File: src/hw/hcirq_pkg.sv
package hcirq_pkg;

  // Register port geometry.
  localparam int unsigned HCIRQ_ADDR_W = 8;
  localparam int unsigned HCIRQ_DATA_W = 32;
  localparam int unsigned HCIRQ_BE_W = 4;
  localparam logic [7:0] HCIRQ_OFS_FLAGS = 8'h0C;

  // Event flag register layout.
  localparam int unsigned HCIRQ_BIT_OVERRUN = 0;
  localparam int unsigned HCIRQ_BIT_DONE = 1;
  localparam int unsigned HCIRQ_BIT_FRAME = 2;
  localparam int unsigned HCIRQ_BIT_WAKE = 3;
  localparam int unsigned HCIRQ_BIT_FATAL = 4;
  localparam int unsigned HCIRQ_BIT_WRAP = 5;
  localparam int unsigned HCIRQ_BIT_HUB = 6;
  localparam int unsigned HCIRQ_BIT_OWNER = 30;
  localparam int unsigned HCIRQ_BIT_GATE = 31;
  localparam logic [31:0] HCIRQ_FLAGS_RST = 32'h0000_0000;
  localparam logic [31:0] HCIRQ_FLAGS_IMPL = 32'h4000_007F;

  // Overrun tally in the command state register, bits 17 to 16.
  localparam int unsigned HCIRQ_TALLY_W = 2;
  localparam logic [1:0] HCIRQ_TALLY_RST = 2'h0;
  localparam logic [1:0] HCIRQ_TALLY_INC = 2'h1;

  // Root hub geometry and frame counter width.
  localparam int unsigned HCIRQ_HUB_PORTS = 2;
  localparam int unsigned HCIRQ_HUB_W = 32;
  localparam int unsigned HCIRQ_FRAME_W = 16;
  localparam int unsigned HCIRQ_FRAME_MSB = 15;

  // Fatal error halt sequencer.
  typedef enum logic [1:0] {
    HCIRQ_RUN,
    HCIRQ_HALTED,
    HCIRQ_RECOVER
  } hcirq_halt_e;

endpackage

File: src/hw/hcirq_sync_rise.sv
`timescale 1ns/1ns
module hcirq_sync_rise (
  // Clock and reset
  input wire logic clk_i,
  input wire logic rst_n_i,
  // Asynchronous level in
  input wire logic async_i,
  // Synchronised level and its rising edge
  output logic level_o,
  output logic rise_o
);

  logic meta_ff;
  logic sync_ff;
  logic last_ff;

  // The first stage feeds only the second stage.
  always_ff @(posedge clk_i) begin
    if (!rst_n_i) begin
      meta_ff <= 1'b0;
      sync_ff <= 1'b0;
      last_ff <= 1'b0;
    end else begin
      meta_ff <= async_i;
      sync_ff <= meta_ff;
      last_ff <= sync_ff;
    end
  end

  assign level_o = sync_ff;
  assign rise_o = sync_ff & ~last_ff;

endmodule

File: src/hw/hcirq_flags.sv
`timescale 1ns/1ns
module hcirq_flags #(
  parameter bit SMI_PRESENT = 1'b1
) (
  // Clock and reset
  input wire logic clk_i,
  input wire logic rst_n_i,
  // Register port
  input wire logic [hcirq_pkg::HCIRQ_ADDR_W-1:0] reg_addr_i,
  input wire logic reg_wr_i,
  input wire logic reg_rd_i,
  input wire logic [hcirq_pkg::HCIRQ_BE_W-1:0] reg_be_i,
  input wire logic [hcirq_pkg::HCIRQ_DATA_W-1:0] reg_wdata_i,
  output logic [hcirq_pkg::HCIRQ_DATA_W-1:0] reg_rdata_o,
  output logic reg_rvalid_o,
  // Enable mask held elsewhere, master gate in bit 31
  input wire logic [hcirq_pkg::HCIRQ_DATA_W-1:0] irq_enable_mask_i,
  // Command state register inputs
  input wire logic owner_switch_request_i,
  input wire logic hc_soft_reset_i,
  // Root hub state
  input wire logic [hcirq_pkg::HCIRQ_HUB_W-1:0] hub_global_state_i,
  input wire logic [hcirq_pkg::HCIRQ_HUB_PORTS*hcirq_pkg::HCIRQ_HUB_W-1:0] hub_port_state_i,
  // Frame engine
  input wire logic [hcirq_pkg::HCIRQ_FRAME_W-1:0] frame_counter_i,
  input wire logic frame_copy_updated_i,
  input wire logic sof_token_i,
  input wire logic sched_overrun_i,
  // List engine
  input wire logic done_pointer_written_i,
  output logic done_write_allow_o,
  // System error and wake
  input wire logic sys_error_i,
  input wire logic wake_signal_pin_i,
  input wire logic wake_signaling_state_i,
  // Outputs
  output logic proc_halt_o,
  output logic [hcirq_pkg::HCIRQ_TALLY_W-1:0] overrun_tally_o,
  output logic [hcirq_pkg::HCIRQ_DATA_W-1:0] irq_event_flags_o,
  output logic irq_o,
  output logic sys_mgmt_irq_pin_o
);
  import hcirq_pkg::*;

  logic [HCIRQ_DATA_W-1:0] flags_ff;
  logic [HCIRQ_DATA_W-1:0] nxt_flags;
  logic [HCIRQ_DATA_W-1:0] set_vec;
  logic [HCIRQ_DATA_W-1:0] clr_vec;
  logic [HCIRQ_DATA_W-1:0] lane_mask;
  logic [HCIRQ_TALLY_W-1:0] tally_ff;
  logic [HCIRQ_TALLY_W-1:0] nxt_tally;
  logic [HCIRQ_HUB_W-1:0] hub_global_last_ff;
  logic [HCIRQ_HUB_PORTS*HCIRQ_HUB_W-1:0] hub_port_last_ff;
  logic [HCIRQ_HUB_PORTS-1:0] port_changed;
  logic hub_primed_ff;
  logic frame_msb_last_ff;
  logic wrap_pending_ff;
  logic overrun_pending_ff;
  logic owner_req_last_ff;
  logic [HCIRQ_DATA_W-1:0] rdata_ff;
  logic rvalid_ff;
  hcirq_halt_e halt_state_ff;
  hcirq_halt_e nxt_halt_state;

  logic wake_level;
  logic wake_rise;
  logic hit_flags;
  logic wr_flags;
  logic rd_flags;
  logic global_changed;
  logic hub_change_evt;
  logic msb_toggle;
  logic wrap_evt;
  logic overrun_evt;
  logic owner_evt;
  logic wake_evt;
  logic frame_evt;
  logic done_evt;
  logic fatal_evt;
  logic master_gate;
  logic [HCIRQ_DATA_W-1:0] pending_vec;
  logic [HCIRQ_DATA_W-1:0] irq_src_vec;

  // The resume pin comes from the line state and so crosses domains.
  hcirq_sync_rise u_wake_sync (
    .clk_i(clk_i),
    .rst_n_i(rst_n_i),
    .async_i(wake_signal_pin_i),
    .level_o(wake_level),
    .rise_o(wake_rise)
  );

  // Address decoding of the register port.
  assign hit_flags = (reg_addr_i == HCIRQ_OFS_FLAGS);
  assign wr_flags = reg_wr_i & hit_flags;
  assign rd_flags = reg_rd_i & hit_flags;

  // Byte lanes that take part in a write; a lane whose enable is low
  // leaves all of its flags untouched even if its data is all ones.
  localparam int unsigned LANE_W = HCIRQ_DATA_W / HCIRQ_BE_W;
  genvar gl;
  generate
    for (gl = 0; gl < HCIRQ_BE_W; gl++) begin : g_lane
      assign lane_mask[gl*LANE_W +: LANE_W] = {LANE_W{reg_be_i[gl]}};
    end
  endgenerate

  // Only ones written into implemented bits clear; zeros keep the bit.
  // Reserved positions are masked, so stray ones there do nothing.
  assign clr_vec = wr_flags ? (reg_wdata_i & lane_mask & HCIRQ_FLAGS_IMPL) :
                   HCIRQ_FLAGS_RST;

  // Root hub change: compare every state word with its last value.
  // Comparing whole words costs flops but needs no knowledge of the
  // field layout of the port status words.
  assign global_changed = (hub_global_state_i != hub_global_last_ff);

  genvar gp;
  generate
    for (gp = 0; gp < HCIRQ_HUB_PORTS; gp++) begin : g_port
      assign port_changed[gp] =
        (hub_port_state_i[gp*HCIRQ_HUB_W +: HCIRQ_HUB_W] !=
         hub_port_last_ff[gp*HCIRQ_HUB_W +: HCIRQ_HUB_W]);
    end
  endgenerate

  // The first sampled value after reset is a baseline, not a change.
  assign hub_change_evt = hub_primed_ff & (global_changed | (|port_changed));

  // Frame counter wrap is reported once the frame copy has landed.
  // The counter may leave reset with its top bit high, so the first cycle
  // after reset only records a baseline, as for the hub words.
  assign msb_toggle = hub_primed_ff & (frame_counter_i[HCIRQ_FRAME_MSB] ^ frame_msb_last_ff);
  assign wrap_evt = frame_copy_updated_i & (wrap_pending_ff | msb_toggle);

  // Overrun is likewise reported after the frame copy update.
  assign overrun_evt = frame_copy_updated_i & (overrun_pending_ff | sched_overrun_i);

  // Ownership switch follows the request bit going from clear to set.
  // A request held high sets the flag once only; a second switch needs
  // the request to drop and rise again.
  assign owner_evt = SMI_PRESENT & owner_switch_request_i & ~owner_req_last_ff;

  // Resume signaling onset from a device, not the one software asked for.
  // The software resume state is seen in the detect cycle, after the pin
  // synchroniser; a state change inside that gap is not filtered.
  assign wake_evt = wake_rise & ~wake_signaling_state_i;

  assign frame_evt = sof_token_i;
  assign done_evt = done_pointer_written_i;
  assign fatal_evt = sys_error_i;

  // Every event drives only its own bit position.
  always_comb begin
    set_vec = HCIRQ_FLAGS_RST;
    set_vec[HCIRQ_BIT_OVERRUN] = overrun_evt;
    set_vec[HCIRQ_BIT_DONE] = done_evt;
    set_vec[HCIRQ_BIT_FRAME] = frame_evt;
    set_vec[HCIRQ_BIT_WAKE] = wake_evt;
    set_vec[HCIRQ_BIT_FATAL] = fatal_evt;
    set_vec[HCIRQ_BIT_WRAP] = wrap_evt;
    set_vec[HCIRQ_BIT_HUB] = hub_change_evt;
    set_vec[HCIRQ_BIT_OWNER] = owner_evt;
  end

  // A set arriving with its clear wins, so no event is lost.
  // The set term comes from hardware only, so a write cannot set a bit.
  // No hardware term ever clears; only the write path does.
  always_comb begin
    nxt_flags = ((flags_ff & ~clr_vec) | set_vec) & HCIRQ_FLAGS_IMPL;
    if (!SMI_PRESENT) begin
      nxt_flags[HCIRQ_BIT_OWNER] = 1'b0;
    end
  end

  always_ff @(posedge clk_i) begin
    if (!rst_n_i) begin
      flags_ff <= HCIRQ_FLAGS_RST;
    end else begin
      flags_ff <= nxt_flags;
    end
  end

  // Overrun tally counts every overrun reported at a frame copy update and wraps naturally at its width.
  // It counts even while the overrun flag is set, so software can spot
  // repeated overruns that a single flag bit would hide.
  always_comb begin
    nxt_tally = tally_ff;
    if (overrun_evt) begin
      nxt_tally = tally_ff + HCIRQ_TALLY_INC;
    end
  end

  always_ff @(posedge clk_i) begin
    if (!rst_n_i) begin
      tally_ff <= HCIRQ_TALLY_RST;
    end else begin
      tally_ff <= nxt_tally;
    end
  end

  // Pending toggles and overruns wait for the frame copy update.
  // Several overruns before one copy update count as one; the schedule
  // can only overrun once per frame, so nothing real is lost.
  always_ff @(posedge clk_i) begin
    if (!rst_n_i) begin
      wrap_pending_ff <= 1'b0;
      overrun_pending_ff <= 1'b0;
    end else begin
      wrap_pending_ff <= ~frame_copy_updated_i & (wrap_pending_ff | msb_toggle);
      overrun_pending_ff <= ~frame_copy_updated_i & (overrun_pending_ff | sched_overrun_i);
    end
  end

  // History of the sampled inputs for change and edge detection.
  always_ff @(posedge clk_i) begin
    if (!rst_n_i) begin
      hub_global_last_ff <= '0;
      hub_port_last_ff <= '0;
      hub_primed_ff <= 1'b0;
      frame_msb_last_ff <= 1'b0;
      owner_req_last_ff <= 1'b0;
    end else begin
      hub_global_last_ff <= hub_global_state_i;
      hub_port_last_ff <= hub_port_state_i;
      hub_primed_ff <= 1'b1;
      frame_msb_last_ff <= frame_counter_i[HCIRQ_FRAME_MSB];
      owner_req_last_ff <= owner_switch_request_i;
    end
  end

  // Fatal error halt: processing stops on the error and resumes only
  // after a controller reset, whatever software does with the flag.
  always_comb begin
    nxt_halt_state = halt_state_ff;
    case (halt_state_ff)
      HCIRQ_RUN: begin
        if (fatal_evt) begin
          nxt_halt_state = HCIRQ_HALTED;
        end
      end
      HCIRQ_HALTED: begin
        if (hc_soft_reset_i) begin
          nxt_halt_state = HCIRQ_RECOVER;
        end
      end
      HCIRQ_RECOVER: begin
        // Stay halted while the error source is still asserted.
        if (fatal_evt) begin
          nxt_halt_state = HCIRQ_HALTED;
        end else if (!hc_soft_reset_i) begin
          nxt_halt_state = HCIRQ_RUN;
        end
      end
      default: begin
        nxt_halt_state = HCIRQ_HALTED;
      end
    endcase
  end

  always_ff @(posedge clk_i) begin
    if (!rst_n_i) begin
      halt_state_ff <= HCIRQ_RUN;
    end else begin
      halt_state_ff <= nxt_halt_state;
    end
  end

  // Halt is combinational on the error so no further cycle slips through.
  assign proc_halt_o = fatal_evt | (halt_state_ff != HCIRQ_RUN);

  // A later write of the done pointer must wait for the flag to clear.
  // The list engine relies on this level and not on the interrupt.
  assign done_write_allow_o = ~flags_ff[HCIRQ_BIT_DONE];

  // Interrupt request: every set and enabled flag under the master gate, except the owner flag when a management pin is present.
  assign master_gate = irq_enable_mask_i[HCIRQ_BIT_GATE];
  assign pending_vec = flags_ff & irq_enable_mask_i & HCIRQ_FLAGS_IMPL;

  // With a management pin the owner flag is routed there instead.
  // Sending it to both lines would hand the driver an ownership
  // interrupt that it is not meant to service.
  always_comb begin
    irq_src_vec = pending_vec;
    if (SMI_PRESENT) begin
      irq_src_vec[HCIRQ_BIT_OWNER] = 1'b0;
    end
  end

  // Level request, drops as soon as nothing qualifying remains.
  assign irq_o = master_gate & (|irq_src_vec);

  // Owner flag goes to the management pin qualified only by its enable bit 30, not by the master gate.
  assign sys_mgmt_irq_pin_o = SMI_PRESENT & pending_vec[HCIRQ_BIT_OWNER];

  // Read data is registered; an unmapped offset reads as zero.
  // The word returned is the flag value before the edge of the read, so
  // an event in that same cycle shows up on the next read.
  always_ff @(posedge clk_i) begin
    if (!rst_n_i) begin
      rdata_ff <= HCIRQ_FLAGS_RST;
      rvalid_ff <= 1'b0;
    end else begin
      rvalid_ff <= reg_rd_i;
      if (rd_flags) begin
        rdata_ff <= flags_ff;
      end else if (reg_rd_i) begin
        rdata_ff <= HCIRQ_FLAGS_RST;
      end
    end
  end

  assign reg_rdata_o = rdata_ff;
  assign reg_rvalid_o = rvalid_ff;
  assign overrun_tally_o = tally_ff;
  assign irq_event_flags_o = flags_ff;

endmodule

File: config.mk
export PLATFORM = sky130hd
export DESIGN_NAME = hcirq_flags
export DESIGN_NICKNAME = d
export VERILOG_FILES = /design/src/hw/hcirq_pkg.sv /design/src/hw/hcirq_sync_rise.sv /design/src/hw/hcirq_flags.sv
export SDC_FILE = /design/constraint.sdc
export NUM_CORES = 1
export LEC_CHECK = 0
export ABC_AREA = 1
export BUFFER_PORTS_ARGS = -buffer_cell sky130_fd_sc_hd__buf_2
export CORE_MARGIN = 2
export CORE_UTILIZATION = 25
export CTS_CLUSTER_SIZE = 10
export DETAILED_ROUTE_END_ITERATION = 8
export GPL_ROUTABILITY_DRIVEN = 0
export PLACE_DENSITY = 0.59
export REMOVE_ABC_BUFFERS = 1
export SYNTH_ARGS = -nofsm -noshare
export SYNTH_HDL_FRONTEND = slang
export SYNTH_HIERARCHICAL = 1
export SYNTH_SLANG_ARGS = --single-unit
File: constraint.sdc
create_clock -name clk_i -period 1.3 [get_ports clk_i]
set_input_delay 0.26 -clock clk_i [delete_from_list [all_inputs] [get_ports clk_i]]
set_output_delay 0.26 -clock clk_i [all_outputs]
set_load 0.01 [all_outputs]
==> reports/qor.csv <==
metric;value;unit
period_needed;1580;ps
syn-cell-area;5900;um2
die_y;158;um
hold_viol;0;
finalMaxSlewViolations;0;
max_stage_delay;320;ps
ys.flop_type;dfxtp_1;
max-cap-violations;0;
dpl_cell_area;6970;um2
drt_wl_total;12600;um
cts_made_buffers;17;
ant_nets;0;
ys_seq_elements;125;
htreeDepth;4;
drive_above_1_share;21.9;%
setup_violations;3;
clkTransAtPathRegs;60;ps
initial_utilization;25.3;%
power_leakage;0.00476;uW
ys_seq_area_share;42.4;%
nNetsFinal;1301;
yosysTopAreaCell;dfxtp_1;
cp-end-kind;output port;
crit_required;1040;ps
rows;56;
synth_edf_count;0;
coreArea;23300;um2
drc_errors;0;
fmax;0.631;GHz
tns;-411;ps
skew;7.01;ps
syn_to_final_growth;31.0;%
antenna_found_initial;1;
period_share;122;%
startpoint_type;flip-flop;
grt_max_degree;49;
cts.sinks;125;
setup_ws;-285;ps
dp_hpwl;9640;um
fin_cells;1432;
path_class;flip-flop to output port;
synthTopCellsByArea;dfxtp_1 (42%), nand2_1 (20%), inv_1 (14%), nor2_1 (8.7%), buf_4 (6.1%);
outcome;complete, but fails checks;
netlist.area_leader.share;42.4;%
grt_pass1_vias;4371;
crit_family;compound AO/OA/AOI/OAI gates;
min_path_type;primary input to flip-flop;
clk_latency;420;ps
cts_buffer_depth;2;
cts_tree;yes;
drtIter0Drc;217;
dp_cells;1396;
worstPathCellList;a22o_1 -> a221oi_2 -> a21boi_1 -> buf_2;
n_antenna_cell;0;
rsz0062_at_grt;yes;
grt.total_usage;10.3;%
design_area;7720;um2
drtPass1Iterations;4;
grt_first_pass_wirelength;19900;um
routedWlPerCell;8.78;um
synth_cell_types;24;
grt_overflow;0;
powerDensity;1310;nW/um2
path_max_fanout;2;
vias;5085;
crit_buf_inv;1;
die-width;158;um
cp_data_arrival_time;1320;ps
fp.dieArea;24800;um2
cts-root-buf;clkbuf_16;
worst_hold_slack;40.9;ps
ys.warnings.count;6;
portBuffers;159;
cpMaxStageDelayCell;dfxtp_2;
syn_inst;919;
ir_drop;711;uV
syn_area_per_cell;6.42;um2
ioPinCount;272;
viasPerCell;3.55;
failed_checks;setup timing;
async_flop_share;0;%
-- state kept, by name (all words and copies together) (netlist names), 2 cells and up --
name	flops
hub_port_last_ff	64
irq_event_flags_o	8
reg_rdata_o	8
overrun_tally_o	2
halt_state_ff	2
hub_global_last_ff	32
-- stage by stage --
stage	total power, uW	setup slack (ps)	util [%]
2_1_floorplan	4780	127	-
3_3_place_gp	5250	-240	29.9
3_5_place_dp	5270	-253	29.9
4_1_cts	10300	-315	32.7
5_1_grt	10700	-357	33.1
6_report	10100	-285	33.1
-- area by class of cell --
| type | count | area, um2 |
|---|---|---|
| fill | 2545 | 15600 |
| multi-input combinational | 562 | 2400 |
| clock buffer | 19 | 443 |
| clock inverter | 13 | 165 |
| inverter | 219 | 822 |
| timing repair buffer | 175 | 978 |
| tap | 319 | 399 |
| sequential | 125 | 2520 |
-- worst paths after layout --
kind,cells after the start,slack (ps),endpoint,from
min reg2reg,2,420,u_wake_sync/level_o,u_wake_sync/meta_ff
max reg2reg,11,30,irq_event_flags_o[6],hub_port_last_ff[34]
min,2,40,overrun_pending_ff,frame_copy_updated_i
max,4,-280,irq_o,irq_event_flags_o[1]
-- logic make-up (layout without fill, tap and decap cells) --
group | after synthesis | count (layout) | synth area share [%]
AOI/OAI and AO/OA | 32 | 32 | 2.99
xor gates and xnor gates | 29 | 29 | 4.31
buffers and inverters | 279 | 426 | 21.0
DFF | 125 | 125 | 42.4
other | 1 | 48 | 0.0636
and+or+nand+nor | 453 | 453 | 29.2
-- placed cells by master, fill, tap and decap left out, types with 2 or more instances in the layout --
master / count
a21oi_1: 17
buf_12: 2
buf_2: 153
buf_4: 14
buf_6: 6
bufinv_16: 3
clkbuf_16: 17
clkinv_2: 2
clkinv_4: 2
clkinvlp_4: 4
conb_1: 48
dfxtp_1: 113
dfxtp_2: 12
inv_1: 215
inv_2: 3
inv_6: 2
nand2_1: 303
nand2_2: 5
nor2_1: 124
nor2_2: 12
nor2_4: 2
nor3_1: 3
o21ai_0: 9
xor2_1: 29
-- cell usage after synthesis, drive strengths merged, types with 2 or more instances --
cell type and n:
nand2 308, buf 57, xor2 29, clkbuf 3
o21ai 9, nor3 3, a21oi 17, nor2 138
nand3 2, inv 218, dfxtp 125
-- power breakdown --
group	switching, uW	total [uW]	leakage (uW)	internal [uW]
logic	610	1090	0.00343	483
registers	92.4	4130	0.00104	4040
clock network	1820	4900	0.000286	3070
total	2520	10100	0.00476	7590
-- repair_timing --
action                                  CTS  global route
resized for setup                        19            24
endpoints found under the setup margin    5             9
hold buffers                              0             0
buffers inserted                          1             3
pin swaps                                12             3
endpoints found under the hold margin     0             0
-- layer usage --
layer  global-route usage [%]  wire length, um  vias up
met5                        0               13        -
met4                     4.50              238        2
met3                     3.03              653       18
met2                     17.7             6180      103
met1                     11.8             5480     2097
li1                         -                -     2865
No activity file was read; power rests on OpenSTA's default activity.
